--- config.mk ---
export PLATFORM = sky130hd
export DESIGN_NAME = fpuexc_top
export DESIGN_NICKNAME = d
export VERILOG_FILES = /design/src/verilog/fpuexc_pkg.sv /design/src/verilog/fpuexc_fault_arb.sv /design/src/verilog/fpuexc_image_sizer.sv /design/src/verilog/fpuexc_top.sv
export SDC_FILE = /design/constraint.sdc
export NUM_CORES = 1
export LEC_CHECK = 0
export BUFFER_PORTS_ARGS = -buffer_cell sky130_fd_sc_hd__buf_2
export CAP_MARGIN = 30
export CORE_ASPECT_RATIO = 0.9
export CORE_UTILIZATION = 50
export DETAILED_ROUTE_END_ITERATION = 16
export PLACE_DENSITY = 0.78
export SLEW_MARGIN = 20
export SYNTH_ARGS = -nofsm -noshare
export SYNTH_HDL_FRONTEND = slang
export SYNTH_HIERARCHICAL = 1
export SYNTH_SLANG_ARGS = --single-unit
--- constraint.sdc ---
create_clock -name clk -period 2.75 [get_ports clk]
set_input_delay 0.1375 -clock clk [delete_from_list [all_inputs] [get_ports clk]]
set_output_delay 0.1375 -clock clk [all_outputs]
set_load 0.1 [all_outputs]
--- src/verilog/fpuexc_pkg.sv ---
// Shared constants for the floating-point exception signalling unit.
// Assumes a single 100 MHz core clock and an APB register port.
package fpuexc_pkg;
    localparam int unsigned FLAG_W = 6;
    localparam int unsigned EVT_W = 4;
    localparam int unsigned BYTES_W = 10;
    ////////////////////////////////////////////////////////////////////////
    // Register byte offsets
    localparam logic [7:0] OFF_CTRL = 8'h00;
    localparam logic [7:0] OFF_STATUS = 8'h04;
    localparam logic [7:0] OFF_MASKS = 8'h08;
    localparam logic [7:0] OFF_EVT = 8'h0c;
    localparam logic [7:0] OFF_EVTMASK = 8'h10;
    localparam logic [7:0] OFF_INFO = 8'h14;
    ////////////////////////////////////////////////////////////////////////
    // Field positions and reset values
    localparam int unsigned TASK_SWITCHED_BIT = 3;
    localparam int unsigned NATIVE_SEL_BIT = 5;
    localparam int unsigned EVT_NOT_AVAIL = 0;
    localparam int unsigned EVT_NUM = 1;
    localparam int unsigned EVT_ALIGN = 2;
    localparam int unsigned EVT_EXC = 3;
    localparam int unsigned INFO_VEC_LSB = 16;
    localparam logic [FLAG_W-1:0] MASK_RESET = 6'h3f;
    localparam logic [FLAG_W-1:0] FLAGS_RESET = 6'h00;
    ////////////////////////////////////////////////////////////////////////
    // Fault vectors and image sizes
    localparam logic [7:0] VEC_NOT_AVAIL = 8'h07;
    localparam logic [7:0] VEC_NUMERIC = 8'h10;
    localparam logic [BYTES_W-1:0] BYTES_LEGACY16 = 10'h05e;
    localparam logic [BYTES_W-1:0] BYTES_LEGACY32 = 10'h06c;
    localparam logic [BYTES_W-1:0] BYTES_EXTENDED = 10'h200;
    localparam logic [3:0] ALIGN_LOW_MASK = 4'hf;
    ////////////////////////////////////////////////////////////////////////
    // Instruction classes seen by the unit
    typedef enum logic [2:0] {
        IC_WAIT,
        IC_ARITH,
        IC_NOWAIT,
        IC_LEGACY_SAVE_NOWAIT,
        IC_LEGACY_SAVE_WAIT,
        IC_LEGACY_RESTORE,
        IC_EXTENDED_SAVE,
        IC_EXTENDED_RESTORE
    } fpuexc_instr_type;

    // Classes that check for a pending numeric exception first
    function automatic logic fpuexc_waits(input fpuexc_instr_type ic);
        return (ic != IC_NOWAIT) && (ic != IC_LEGACY_SAVE_NOWAIT);
    endfunction

    // Classes that are floating-point instructions proper
    function automatic logic fpuexc_is_fp(input fpuexc_instr_type ic);
        return ic != IC_WAIT;
    endfunction
endpackage

--- src/verilog/fpuexc_fault_arb.sv ---
// Fault priority for an issuing floating-point instruction.
// Assumes all inputs are same-clock levels valid with the issue strobe.
module fpuexc_fault_arb
(
    input wire logic tsFlag, // Task switched flag
    input wire logic isFp, // Instruction is floating-point
    input wire logic misaligned, // Extended image misaligned
    input wire logic waits, // Instruction checks pending errors
    input wire logic pending, // Numeric error line active
    input wire logic [7:0] alignVector, // Vector for misalignment
    output logic fault, // Instruction must fault
    output logic [7:0] vector, // Vector of the fault taken
    output logic notAvailTaken, // Fault is device not available
    output logic numTaken, // Fault is numeric
    output logic alignTaken // Fault is misalignment
);
    assign notAvailTaken = tsFlag && isFp;
    assign alignTaken = !notAvailTaken && misaligned;
    assign numTaken = !notAvailTaken && !alignTaken && waits && pending;
    assign fault = notAvailTaken || alignTaken || numTaken;
    assign vector = notAvailTaken ? fpuexc_pkg::VEC_NOT_AVAIL
        : alignTaken ? alignVector
        : numTaken ? fpuexc_pkg::VEC_NUMERIC : 8'h00;
endmodule

--- src/verilog/fpuexc_image_sizer.sv ---
// Image size, alignment and tag layout decode for state save/restore.
// Assumes the class and address come from same-clock core logic.
module fpuexc_image_sizer
(
    input wire fpuexc_pkg::fpuexc_instr_type instrClass, // Instruction class
    input wire logic opSize32, // 32-bit operand mode
    input wire logic [3:0] addrLow, // Low image address bits
    output logic [fpuexc_pkg::BYTES_W-1:0] imageBytes, // Image length
    output logic misaligned, // Extended image not aligned
    output logic tagAbridged // Extended tag word layout
);
    logic isLegacy;
    logic isExtended;

    // Class decode
    assign isLegacy = (instrClass == fpuexc_pkg::IC_LEGACY_SAVE_NOWAIT)
        || (instrClass == fpuexc_pkg::IC_LEGACY_SAVE_WAIT)
        || (instrClass == fpuexc_pkg::IC_LEGACY_RESTORE);
    assign isExtended = (instrClass == fpuexc_pkg::IC_EXTENDED_SAVE)
        || (instrClass == fpuexc_pkg::IC_EXTENDED_RESTORE);

    assign imageBytes = isExtended ? fpuexc_pkg::BYTES_EXTENDED
        : !isLegacy ? '0
        : opSize32 ? fpuexc_pkg::BYTES_LEGACY32 : fpuexc_pkg::BYTES_LEGACY16;
    assign misaligned = isExtended && ((addrLow & fpuexc_pkg::ALIGN_LOW_MASK) != 4'h0);
    assign tagAbridged = isExtended;
endmodule

--- src/verilog/fpuexc_top.sv ---
// Exception signalling unit of a floating-point coprocessor.
// Assumes an APB master, core issue logic on clk, and an external
// coprocessor error pin that is asynchronous to clk.
// What this block does
// - Device-not-available fault is serviced before a pending numeric fault.
// - No-wait legacy save with pending unmasked error pulses the error output.
// - Restore reloads pending flags; next waiting instruction faults again.
// - Legacy save/restore image is 94 bytes (16-bit) or 108 bytes (32-bit).
// - Extended save/restore image is 512 bytes, both register sets.
// - Extended image must be 16-byte aligned; misalignment faults.
// - Extended image tag word and field layout differ from legacy image.
// - Legacy save reinitializes the unit; extended save leaves it unchanged.
// - Unmasked exception is recorded and the active-low status line asserted.
// - Error line checked before next waiting instruction; active gives vector 16.
// - No-wait instructions run without the fault; the error stays pending, except after a no-wait legacy save, which clears it.
// - Native select bit 5 keeps delivery inside the chip, pin ignored.
// - Native mode raises vector 16 right before the next waiting instruction.
// - Error output still asserts in native mode, one cycle after the unmasked exception is recorded.
// - Task-switched flag bit 3 makes any FP instruction fault with vector 7.
//
// Design decisions made here: the APB interface to the registers and the register offsets.
module fpuexc_top
#(
    parameter logic [7:0] ALIGN_VECTOR = 8'h0d // Misalignment fault vector
)
(
    input wire logic clk, // Core clock, 100 MHz
    input wire logic reset, // Asynchronous reset, active high
    input wire logic psel, // APB select
    input wire logic penable, // APB enable
    input wire logic pwrite, // APB write
    input wire logic [7:0] paddr, // APB byte address
    input wire logic [31:0] pwdata, // APB write data
    output logic [31:0] prdata, // APB read data
    output logic pready, // APB ready
    output logic pslverr, // APB error
    input wire logic instrValid, // Instruction issue strobe
    input wire fpuexc_pkg::fpuexc_instr_type instrClass, // Issued class
    input wire logic opSize32, // 32-bit operand mode
    input wire logic [3:0] imageAddrLow, // Image address low bits
    input wire logic [5:0] restoreFlags, // Flags read from image
    input wire logic excValid, // Exception report strobe
    input wire logic [5:0] excFlags, // Reported exception flags
    input wire logic coprocErrorN, // External error pin, low active
    output logic instrGo, // Instruction may execute
    output logic instrFault, // Instruction faults
    output logic [7:0] faultVector, // Vector of the fault
    output logic [9:0] imageBytes, // Image length to move
    output logic tagAbridged, // Extended tag layout in use
    output logic unitReinit, // Unit state reinitialized
    output logic fpuErrorOutputN, // Error output, low active
    output logic errorStatusN, // Error status line, low active
    output logic irq // Level interrupt request
);
    localparam int unsigned FW = fpuexc_pkg::FLAG_W;
    localparam int unsigned EW = fpuexc_pkg::EVT_W;

    ////////////////////////////////////////////////////////////////////////
    // State
    logic taskSwitchedFlag_reg;
    logic nativeErrorReportSelect_reg;
    logic [FW-1:0] flags_reg;
    logic [FW-1:0] flags_next;
    logic [FW-1:0] masks_reg;
    logic [FW-1:0] masks_next;
    logic [EW-1:0] evt_reg;
    logic [EW-1:0] evtMask_reg;
    logic [1:0] pinSync_reg;
    logic pready_reg;
    logic pslverr_reg;
    logic [31:0] prdata_reg;
    logic instrGo_reg;
    logic instrFault_reg;
    logic [7:0] faultVector_reg;
    logic [9:0] imageBytes_reg;
    logic tagAbridged_reg;
    logic unitReinit_reg;
    logic fpuErrorOutputN_reg;
    logic errorStatusN_reg;
    logic irq_reg;

    ////////////////////////////////////////////////////////////////////////
    // APB decode
    logic apbAccess;
    logic wrEn;
    logic hitCtrl;
    logic hitStatus;
    logic hitMasks;
    logic hitEvt;
    logic hitEvtMask;
    logic hitInfo;
    logic hitAny;
    logic [31:0] readMux;

    // Access phase before ready; the write lands with ready high
    assign apbAccess = psel && penable && !pready_reg;
    assign wrEn = psel && penable && pwrite && pready_reg;
    assign hitCtrl = paddr == fpuexc_pkg::OFF_CTRL;
    assign hitStatus = paddr == fpuexc_pkg::OFF_STATUS;
    assign hitMasks = paddr == fpuexc_pkg::OFF_MASKS;
    assign hitEvt = paddr == fpuexc_pkg::OFF_EVT;
    assign hitEvtMask = paddr == fpuexc_pkg::OFF_EVTMASK;
    assign hitInfo = paddr == fpuexc_pkg::OFF_INFO;
    assign hitAny = hitCtrl || hitStatus || hitMasks || hitEvt || hitEvtMask || hitInfo;

    // Read data selection, unmapped reads give zero
    assign readMux = hitCtrl ? (32'(taskSwitchedFlag_reg) << fpuexc_pkg::TASK_SWITCHED_BIT)
            | (32'(nativeErrorReportSelect_reg) << fpuexc_pkg::NATIVE_SEL_BIT)
        : hitStatus ? 32'(flags_reg)
        : hitMasks ? 32'(masks_reg)
        : hitEvt ? 32'(evt_reg)
        : hitEvtMask ? 32'(evtMask_reg)
        : hitInfo ? (32'(faultVector_reg) << fpuexc_pkg::INFO_VEC_LSB) | 32'(imageBytes_reg)
        : 32'h0000_0000;

    ////////////////////////////////////////////////////////////////////////
    // Error pin synchroniser and pending detection
    logic pendingInt;
    logic extError;
    logic pendingLine;

    // Two flops before the pin is used
    always_ff @(posedge clk or posedge reset)
    begin
        if (reset)
            pinSync_reg <= 2'h3;
        else
            pinSync_reg <= {pinSync_reg[0], coprocErrorN};
    end

    assign pendingInt = |(flags_reg & ~masks_reg);
    assign extError = !pinSync_reg[1];
    assign pendingLine = nativeErrorReportSelect_reg ? pendingInt : (pendingInt || extError);

    ////////////////////////////////////////////////////////////////////////
    // Issue decision
    logic [9:0] sizeNow;
    logic misalignNow;
    logic abridgedNow;
    logic faultNow;
    logic [7:0] vectorNow;
    logic notAvailNow;
    logic numNow;
    logic alignNow;
    logic goNow;
    logic legacySaveGo;
    logic restoreGo;

    fpuexc_image_sizer u_sizer (
        .instrClass(instrClass),
        .opSize32(opSize32),
        .addrLow(imageAddrLow),
        .imageBytes(sizeNow),
        .misaligned(misalignNow),
        .tagAbridged(abridgedNow)
    );

    fpuexc_fault_arb u_arb (
        .tsFlag(taskSwitchedFlag_reg),
        .isFp(fpuexc_pkg::fpuexc_is_fp(instrClass)),
        .misaligned(misalignNow),
        .waits(fpuexc_pkg::fpuexc_waits(instrClass)),
        .pending(pendingLine),
        .alignVector(ALIGN_VECTOR),
        .fault(faultNow),
        .vector(vectorNow),
        .notAvailTaken(notAvailNow),
        .numTaken(numNow),
        .alignTaken(alignNow)
    );

    assign goNow = instrValid && !faultNow;
    assign legacySaveGo = goNow && ((instrClass == fpuexc_pkg::IC_LEGACY_SAVE_NOWAIT)
        || (instrClass == fpuexc_pkg::IC_LEGACY_SAVE_WAIT));
    assign restoreGo = goNow && ((instrClass == fpuexc_pkg::IC_LEGACY_RESTORE)
        || (instrClass == fpuexc_pkg::IC_EXTENDED_RESTORE));

    ////////////////////////////////////////////////////////////////////////
    // Status word and control word next values
    always_comb
    begin
        flags_next = flags_reg;
        masks_next = masks_reg;
        if (wrEn && hitStatus)
            flags_next = pwdata[FW-1:0];
        if (wrEn && hitMasks)
            masks_next = pwdata[FW-1:0];
        if (legacySaveGo)
        begin
            flags_next = fpuexc_pkg::FLAGS_RESET;
            masks_next = fpuexc_pkg::MASK_RESET;
        end
        if (restoreGo)
            flags_next = restoreFlags;
        // New exceptions win over any clear
        if (excValid)
            flags_next = flags_next | excFlags;
    end

    ////////////////////////////////////////////////////////////////////////
    // Interrupt events, write one to clear, set wins
    logic [EW-1:0] evtSet;
    logic [EW-1:0] evtClr;

    assign evtSet = {excValid && |(excFlags & ~masks_reg),
        instrValid && alignNow, instrValid && numNow, instrValid && notAvailNow};
    assign evtClr = (wrEn && hitEvt) ? pwdata[EW-1:0] : '0;

    ////////////////////////////////////////////////////////////////////////
    // Register updates
    always_ff @(posedge clk or posedge reset)
    begin
        if (reset)
        begin
            taskSwitchedFlag_reg <= 1'b0;
            nativeErrorReportSelect_reg <= 1'b0;
            flags_reg <= fpuexc_pkg::FLAGS_RESET;
            masks_reg <= fpuexc_pkg::MASK_RESET;
            evt_reg <= '0;
            evtMask_reg <= '0;
        end
        else
        begin
            if (wrEn && hitCtrl)
            begin
                taskSwitchedFlag_reg <= pwdata[fpuexc_pkg::TASK_SWITCHED_BIT];
                nativeErrorReportSelect_reg <= pwdata[fpuexc_pkg::NATIVE_SEL_BIT];
            end
            if (wrEn && hitEvtMask)
                evtMask_reg <= pwdata[EW-1:0];
            flags_reg <= flags_next;
            masks_reg <= masks_next;
            evt_reg <= (evt_reg & ~evtClr) | evtSet;
        end
    end

    // APB answer, one wait state
    always_ff @(posedge clk or posedge reset)
    begin
        if (reset)
        begin
            pready_reg <= 1'b0;
            pslverr_reg <= 1'b0;
            prdata_reg <= 32'h0000_0000;
        end
        else
        begin
            pready_reg <= apbAccess;
            pslverr_reg <= apbAccess && !hitAny;
            prdata_reg <= (apbAccess && !pwrite) ? readMux : 32'h0000_0000;
        end
    end

    // Issue results and error lines
    always_ff @(posedge clk or posedge reset)
    begin
        if (reset)
        begin
            instrGo_reg <= 1'b0;
            instrFault_reg <= 1'b0;
            faultVector_reg <= 8'h00;
            imageBytes_reg <= '0;
            tagAbridged_reg <= 1'b0;
            unitReinit_reg <= 1'b0;
            fpuErrorOutputN_reg <= 1'b1;
            errorStatusN_reg <= 1'b1;
            irq_reg <= 1'b0;
        end
        else
        begin
            instrGo_reg <= goNow;
            instrFault_reg <= instrValid && faultNow;
            if (instrValid && faultNow)
                faultVector_reg <= vectorNow;
            if (goNow)
            begin
                imageBytes_reg <= sizeNow;
                tagAbridged_reg <= abridgedNow;
            end
            unitReinit_reg <= legacySaveGo;
            fpuErrorOutputN_reg <= !pendingInt;
            errorStatusN_reg <= !pendingInt;
            irq_reg <= |(evt_reg & evtMask_reg);
        end
    end

    // Ports straight from flops
    assign prdata = prdata_reg;
    assign pready = pready_reg;
    assign pslverr = pslverr_reg;
    assign instrGo = instrGo_reg;
    assign instrFault = instrFault_reg;
    assign faultVector = faultVector_reg;
    assign imageBytes = imageBytes_reg;
    assign tagAbridged = tagAbridged_reg;
    assign unitReinit = unitReinit_reg;
    assign fpuErrorOutputN = fpuErrorOutputN_reg;
    assign errorStatusN = errorStatusN_reg;
    assign irq = irq_reg;

    ////////////////////////////////////////////////////////////////////////
    // Checks
    // device fault first
    AST_NOT_AVAIL_FIRST: assert property (@(posedge clk) disable iff (reset)
        instrValid && taskSwitchedFlag_reg && pendingLine && instrClass != fpuexc_pkg::IC_WAIT
        |=> instrFault && faultVector == fpuexc_pkg::VEC_NOT_AVAIL && !instrGo)
        else $error("device fault lost priority");

    AST_NOWAIT_SAVE_ERR: assert property (@(posedge clk) disable iff (reset)
        instrValid && instrClass == fpuexc_pkg::IC_LEGACY_SAVE_NOWAIT
        && pendingInt && !taskSwitchedFlag_reg && !excValid
        |=> !fpuErrorOutputN && unitReinit ##1 fpuErrorOutputN)
        else $error("no-wait save did not pulse error output");

    AST_RESTORE_RELOAD: assert property (@(posedge clk) disable iff (reset)
        restoreGo && !excValid |=> flags_reg == $past(restoreFlags))
        else $error("restore did not reload flags");

    AST_LEGACY_SIZE: assert property (@(posedge clk) disable iff (reset)
        goNow && instrClass == fpuexc_pkg::IC_LEGACY_RESTORE
        |=> imageBytes == (($past(opSize32)) ? fpuexc_pkg::BYTES_LEGACY32
        : fpuexc_pkg::BYTES_LEGACY16))
        else $error("legacy image length wrong");

    AST_EXT_SIZE: assert property (@(posedge clk) disable iff (reset)
        goNow && instrClass == fpuexc_pkg::IC_EXTENDED_SAVE
        |=> imageBytes == fpuexc_pkg::BYTES_EXTENDED && tagAbridged)
        else $error("extended image length wrong");

    AST_ALIGN_FAULT: assert property (@(posedge clk) disable iff (reset)
        instrValid && !taskSwitchedFlag_reg && (instrClass == fpuexc_pkg::IC_EXTENDED_SAVE
        || instrClass == fpuexc_pkg::IC_EXTENDED_RESTORE)
        && imageAddrLow != 4'h0 |=> instrFault && faultVector == ALIGN_VECTOR)
        else $error("misaligned image not faulted");

    AST_EXT_KEEPS: assert property (@(posedge clk) disable iff (reset)
        goNow && instrClass == fpuexc_pkg::IC_EXTENDED_SAVE && !excValid && !wrEn
        |=> $stable(flags_reg) && $stable(masks_reg) && !unitReinit)
        else $error("extended save changed unit state");

    AST_ERR_STATUS: assert property (@(posedge clk) disable iff (reset)
        excValid && |(excFlags & ~masks_reg) && !legacySaveGo && !(wrEn && (hitStatus || hitMasks))
        |-> ##2 !errorStatusN)
        else $error("error status not asserted");

    AST_NOWAIT_RUNS: assert property (@(posedge clk) disable iff (reset)
        instrValid && instrClass == fpuexc_pkg::IC_NOWAIT && !taskSwitchedFlag_reg
        |=> instrGo && !instrFault)
        else $error("no-wait instruction trapped");

    AST_NATIVE_VEC: assert property (@(posedge clk) disable iff (reset)
        instrValid && nativeErrorReportSelect_reg && pendingInt && !taskSwitchedFlag_reg
        && instrClass == fpuexc_pkg::IC_ARITH
        |=> instrFault && faultVector == fpuexc_pkg::VEC_NUMERIC)
        else $error("native numeric fault missing");
endmodule
==> key figures, run 1 <==
Final layout
  • Final Instance Area: 4020 sq um
  • Max reg flops: 18
  • Most frequent cells in the layout: 86 x buf_2, 59 x dfrtp_1, 48 x nand2_1, 25 x conb_1
  • Nets: about 490
  • Synthesis-to-finish area growth: 20.2%
  • ANT cells: 0
  • Number of fill cells: 529
  • Layout cells sized above 1: 0.337
  • Commonest non-fill, non-tap cell in the layout: buf_2

Setup path
  • Worst EP required: 3.02 ns
  • Critical path arrival: 2.67 ns
  • Critical path, cell by cell: inv_1 -> a22oi_1 -> and3_1 -> o21ai_0 -> nand2_1 -> nand3b_1 -> nand2b_1 -> inv_1 -> and3_1 -> a22oi_1 -> o21ai_0
  • CP max stage delay: about 0.53 ns
  • Startpoint types: flip-flop
  • Slowest CP cell: dfstp_2
  • Worst setup EP type: flip-flop
  • Worst Path Max Fanout: 6
  • CP Class: reg -> reg

Synth
  • Netlist Area Pre-Place: 3340 sq um
  • Sequential area share after synthesis: 0.512
  • Mapped Cells: around 330
  • Yosys reg bits: 68
  • Count of cell types in the netlist: 49
  • Yosys warnings: 6
  • Average size of a mapped cell: 10.3 sq um
  • Post-synth EDFFs: 0
  • Dominant synthesized flop cell: dfrtp_1
  • Yosys top cell by area: dfrtp_1
  • Share of the synthesized area in the top cell type: 0.441
  • Synth area leaders: dfrtp_1 44%, dfstp_2 7.1%, nand2_1 5.4%
  • Ys async rst share: 1.00

Route
  • TritonRoute pass-1 iters: 5
  • Via count of the routed design: 2704
  • Routed Antenna Nets: 0
  • DR WL/cell: 14.9 microns
  • Vias per cell: 5.29
  • Routed wl met2: roughly 3500 microns
  • Drt initial violations: 234
  • Final wirelength: 7640 microns
  • DR DRC count: 0
  • Highest metal used: met4
  • Met1 Wirelength: 3310 microns
  • Metal3 WL: 693 microns

Clock tree
  • H-tree levels: 3
  • CTS-repair resized insts: 0
  • Clock Sinks: 68
  • TritonCTS clock tree: built
  • Hold-fix buffers, CTS: 3
  • Postcts setup bufs: 0
  • Clock buffer depth: 2
  • Clock root cell: clkbuf_8
  • Clk Latency, worst-skew pair: between 0.3 and 0.4 ns
  • Number of buffers created by CTS: 9
  • Clock Pin Slew Worst Setup and Hold Paths: ~0.08 ns

Global route
  • Overall Global Routing Usage: 0.234
  • Initial antenna violation count: 0
  • GRT Residual Overflow: 0
  • Pin count of the biggest net entering global routing: 43
  • First-pass GRT wire length: ~12000 microns
  • Number of global-route vias before repair: 2458

Placement
  • Post-Place Worst Slack: about 0.43 ns
  • Post-DP HPWL: 5610 microns
  • DP Area: 3790 sq um
  • Port Buf Inserts: 86
  • Gpl congestion: 0.902

STA
  • Slew @ Worst Pin: 0.728 ns
  • Endpoints failing setup: 0
  • Hold WS: 0.0121 ns
  • Slew HR: 0.513
  • Final setup skew: 0.00790 ns
  • Fin crit period: 2.41 ns
  • TNS Setup: 0 ns
  • Slew Limit Fails: 0
  • Fin worst setup slack: 0.344 ns
  • Tcrit/Tclk final: 0.875
  • Max Freq: 416 MHz
  • RSZ-0062 raised after global routing: false
  • Hold Fails Final Rpt: 0

Power and ir drop
  • Total power: 3.24 mW
  • VDD IR-drop max: 0.452 mV
  • Leakage power: 2.18 nW
  • PwrDens: 805 nW/um^2

Die
  • Initial core utilization: 0.532
  • Core outline area: 6280 sq um
  • Core Rows: 27
  • Die Wd: 88.2 microns
  • Die area: 7020 sq um
  • Top Ports: 127
  • Die height: 79.6 microns

Run
  • MaxCap Viol Count: 0

Min path
  • Hold crit path type: in -> reg

Run status
  • Outcome: finished, final reports clean
-- metal layers --
metal / vias up / track usage
met5: - / 0
met4: 0 / 0.0742
met3: 10 / 0.0724
met2: 139 / 0.355
met1: 1283 / 0.320
li1: 1272 / -
-- cells by family after synthesis --
logic type,after synthesis,synth area share
buffers and inverters,49,0.0842
AO/OA/AOI/OAI,66,0.137
other,3,0.00337
AND/OR/NAND/NOR,115,0.186
flip-flops,68,0.512
multiplexers,24,0.0774
-- metrics by stage --
| stage | std cells | utilization |
|---|---|---|
| 6_report | 511 | 0.640 |
| 5_1_grt | 511 | 0.640 |
| 4_1_cts | 511 | 0.640 |
| 3_5_place_dp | 492 | 0.603 |
| 3_3_place_gp | 492 | 0.603 |
| 2_1_floorplan | 347 | - |
-- worst paths after layout --
| check | from | to | slack (ns) | depth (start not counted) |
|---|---|---|---|---|
| worst min-delay path | restoreFlags[1] | flags_reg[1]$_DFF_PP0_ | 0.01 | 3 |
| max in group asynchronous | reset | masks_reg[4]$_DFFE_PP1P_ | 1.91 | 4 |
| worst max-delay path | masks_reg[1]$_DFFE_PP1P_ | flags_reg[2]$_DFF_PP0_ | 0.34 | 11 |
| worst min register to register | pinSync_reg[0]$_DFF_PP1_ | pinSync_reg[1]$_DFF_PP1_ | 0.36 | 0 |
| worst max register to register | masks_reg[1]$_DFFE_PP1P_ | flags_reg[2]$_DFF_PP0_ | 0.34 | 11 |
| min in group asynchronous | reset | instrFault$_DFF_PP0_ | 0.37 | 4 |
-- final cells by class --
| class | instances | area (sq um) | area share |
|---|---|---|---|
| flip-flops and latches | 68 | 1710 | 0.426 |
| multi-input cells | 230 | 1430 | 0.356 |
| repair buffers | 95 | 505 | 0.126 |
| clock buffers | 9 | 124 | 0.0308 |
| well taps | 87 | 109 | 0.0271 |
| clock inverters | 7 | 80.1 | 0.0199 |
| inverters | 15 | 56.3 | 0.0140 |
-- synth_stat cells (12+ instances only) --
cell type,number
o21ai_0,15
a21oi_1,13
dfrtp_1,59
and2_1,13
and3_1,12
nand2_1,48
mux2_2,15
buf_4,22
inv_1,14
a22oi_1,14
-- critical path, delay by kind of cell, from the launching register on --
family,cells,cell delay (ns)
buffers and inverters,2,0.21
AO/OA/AOI/OAI,4,0.50
AND/OR/NAND/NOR,5,1.06
flip-flops,1,0.53
-- power by group --
group	leakage [nW]	switching (mW)	total, mW	internal [mW]
Clock	0.0973	0.419	0.849	0.431
Sequential	0.850	0.0740	1.21	1.13
Combinational	1.23	0.970	1.18	0.211
Total	2.18	1.46	3.24	1.77
Power figures use the tool's default switching activity.
==> inputs of run 2 (changes only) <==
CORE_UTILIZATION = 30   (was 50)
PLACE_DENSITY = 0.5   (was 0.78)
RECOVER_POWER = 50   (was default)
==> run 2 against run 1 <==
Net effect:
- global-route usage fell by 7.8 points
- flip-flop and latch count did not move
- sequential share of layout area fell by 0.97 points
- maximum frequency fell by 2.4%
- setup slack got worse by 0.060 ns
- critical path depth did not move
- via count fell by 2.3%
- sequential power barely moved
- first-iteration DRC count fell by 65%
- clock skew fell by 0.0011 ns
- routed wire length rose by 14%
- non-clock buffer count rose by 1
- critical path type unchanged
- largest power group unchanged
==> key figures, run 2 (synthesis results as in run 1) <==
STA
  • TNS Setup: 0 ns
  • Fin crit period: around 2.5 ns
  • Max Freq: between 400 and 500 MHz
  • Endpoints failing setup: 0
  • Slew Limit Fails: 0
  • Tcrit/Tclk final: 0.897
  • Hold WS: 0.0433 ns
  • Hold Fails Final Rpt: 0
  • Slew HR: 0.118
  • RSZ-0062 raised after global routing: false
  • Slew @ Worst Pin: 1.32 ns
  • Final setup skew: 0.00681 ns

Power and ir drop
  • Switching part of the total: 0.427
  • NetSw: 1.46 mW
  • Leakage power: 2.06 nW
  • PwrDens: about 830 nW/um^2
  • Sequential Power Share: 0.356
  • Logic pwr share: 0.338
  • VDD IR-drop max: 0.414 mV
  • Pint: between 1.5 and 2 mW
  • Clock share of power: 0.306

Route
  • DR DRC count: 0
  • Routed Antenna Nets: 0
  • Final wirelength: around 8700 microns
  • Vias per cell: 4.58
  • DR WL/cell: 15.0 microns
  • Drt initial violations: between 80 and 90
  • TritonRoute pass-1 iters: 4
  • Via count of the routed design: 2641

Die
  • Die area: around 12000 sq um
  • Die Wd: 113 microns
  • Core outline area: 10900 sq um
  • Core Rows: 36
  • Die height: 102 microns
  • Top Ports: 127
  • Initial core utilization: 0.308

Clock tree
  • Number of buffers created by CTS: 9
  • TritonCTS clock tree: built
  • Clock buffer depth: 2
  • Postcts setup bufs: 0
  • Clock Sinks: 68
  • H-tree levels: 3
  • Clk Latency, worst-skew pair: 0.33 ns
  • Clock root cell: clkbuf_16
  • Clock Pin Slew Worst Setup and Hold Paths: 0.06 ns

Placement
  • Post-DP HPWL: ~6300 microns
  • Port Buf Inserts: 86
  • Gpl congestion: 0.836

Global route
  • Pin count of the biggest net entering global routing: 36
  • Initial antenna violation count: 0
  • Number of global-route vias before repair: 2452
  • First-pass GRT wire length: 13600 microns
  • Overall Global Routing Usage: 0.156
  • GRT Residual Overflow: 0

Final layout
  • Nets: about 500
  • Most frequent cells in the layout: 59 x dfrtp_1, 48 x nand2_1, 45 x buf_2, 44 x clkbuf_1, 25 x conb_1
  • Synthesis-to-finish area growth: 23.0%
  • Number of fill cells: 1157
  • Max reg flops: 18
  • Layout cells sized above 1: 0.235
  • Reg area: 1710 sq um
  • Area of the multi-input gates: 1430 sq um
  • ANT cells: 0
  • Commonest non-fill, non-tap cell in the layout: dfrtp_1

Setup path
  • Critical path, cell by cell: inv_1 -> a22oi_1 -> and3_1 -> o21ai_0 -> nand2_1 -> nand3b_1 -> nand2b_1 -> inv_1 -> and3_1 -> a22oi_1 -> o21ai_0
  • Worst setup EP type: flip-flop
  • Startpoint types: flip-flop
  • Critical path arrival: 2.71 ns
  • Worst Path Max Fanout: 6
  • Slowest CP cell: dfstp_2
  • Worst EP required: 2.99 ns
  • CP Class: reg -> reg
  • CP max stage delay: approximately 0.5 ns

Run status
  • Outcome: finished, final reports clean

Run
  • MaxCap Viol Count: 0

Min path
  • Hold crit path type: in -> reg
-- run 2: cell count changes in the layout (fill, tap and decap cells not counted), sizes merged --
cell         change
bufinv           -1
clkinv           +3
buf             -40
inv              -4
clkbuf          +46
clkinvlp         -2
dlygate4sd3      -1
-- run 2: worst paths after layout --
path                                          start  cells past startpoint                        end  slack, ns
max                        masks_reg[5]$_DFFE_PP1P_                     11     flags_reg[1]$_DFF_PP0_       0.28
min                                 restoreFlags[3]                      3     flags_reg[3]$_DFF_PP0_       0.04
max reg2reg                masks_reg[5]$_DFFE_PP1P_                     11     flags_reg[1]$_DFF_PP0_       0.28
min reg2reg                pinSync_reg[0]$_DFF_PP1_                      0   pinSync_reg[1]$_DFF_PP1_       0.36
max in group asynchronous                     reset                      4  imageBytes[1]$_DFFE_PP0P_       0.51
min in group asynchronous                     reset                      3        prdata[2]$_DFF_PP0_       0.73
-- run 2: final cells by class --
type,instances,area share
multi-input cells,230,0.348
well taps,152,0.0462
inverters,15,0.0137
repair buffers,96,0.111
clock inverters,3,0.00365
clock buffers,13,0.0608
flip-flops and latches,68,0.416
-- run 2: layer usage --
layer  routed length [microns]  up-vias  global-route usage
li1                          -     1277                   -
met1                      4040     1286               0.216
met2                      4060       69               0.239
met3                       447        9              0.0403
met4                       123        0              0.0496
met5                         0        -                   0
-- run 2: metrics by stage --
stage          power (mW)  std cells  utilization  setup slack, ns  cell area (sq um)
5_1_grt              3.56        577        0.379           0.0363               4110
4_1_cts              3.47        577        0.385            0.262               4180
2_1_floorplan        2.20        347            -            0.497               3430
3_3_place_gp         2.40        559        0.359            0.275               3890
3_5_place_dp         2.41        559        0.359            0.284               3890
6_report             3.41        577        0.379            0.284               4110
-- run 2: worst max-delay path, delay by kind of cell (launching register included) --
| kind | cells | cell delay [ns] |
|---|---|---|
| DFF | 1 | 0.51 |
| and+or+nand+nor | 5 | 1.11 |
| AOI/OAI and AO/OA | 4 | 0.57 |
| buffers and inverters | 2 | 0.20 |
-- run 2: timing repair --
action	4_1_cts	5_1_grt
hold buffers	2	0
setup endpoints to repair	0	0
endpoints found under the hold margin	26	0
gates resized for setup	0	0
-- run 2: power by group through the flow --
stage	clock network [mW]	logic [mW]	registers [mW]
after floorplan	0	0.417	1.79
final	1.04	1.16	1.22
after detailed placement	0	1.18	1.23
after global routing	1.11	1.22	1.23
after CTS	1.07	1.18	1.22
after global placement	0	1.18	1.23
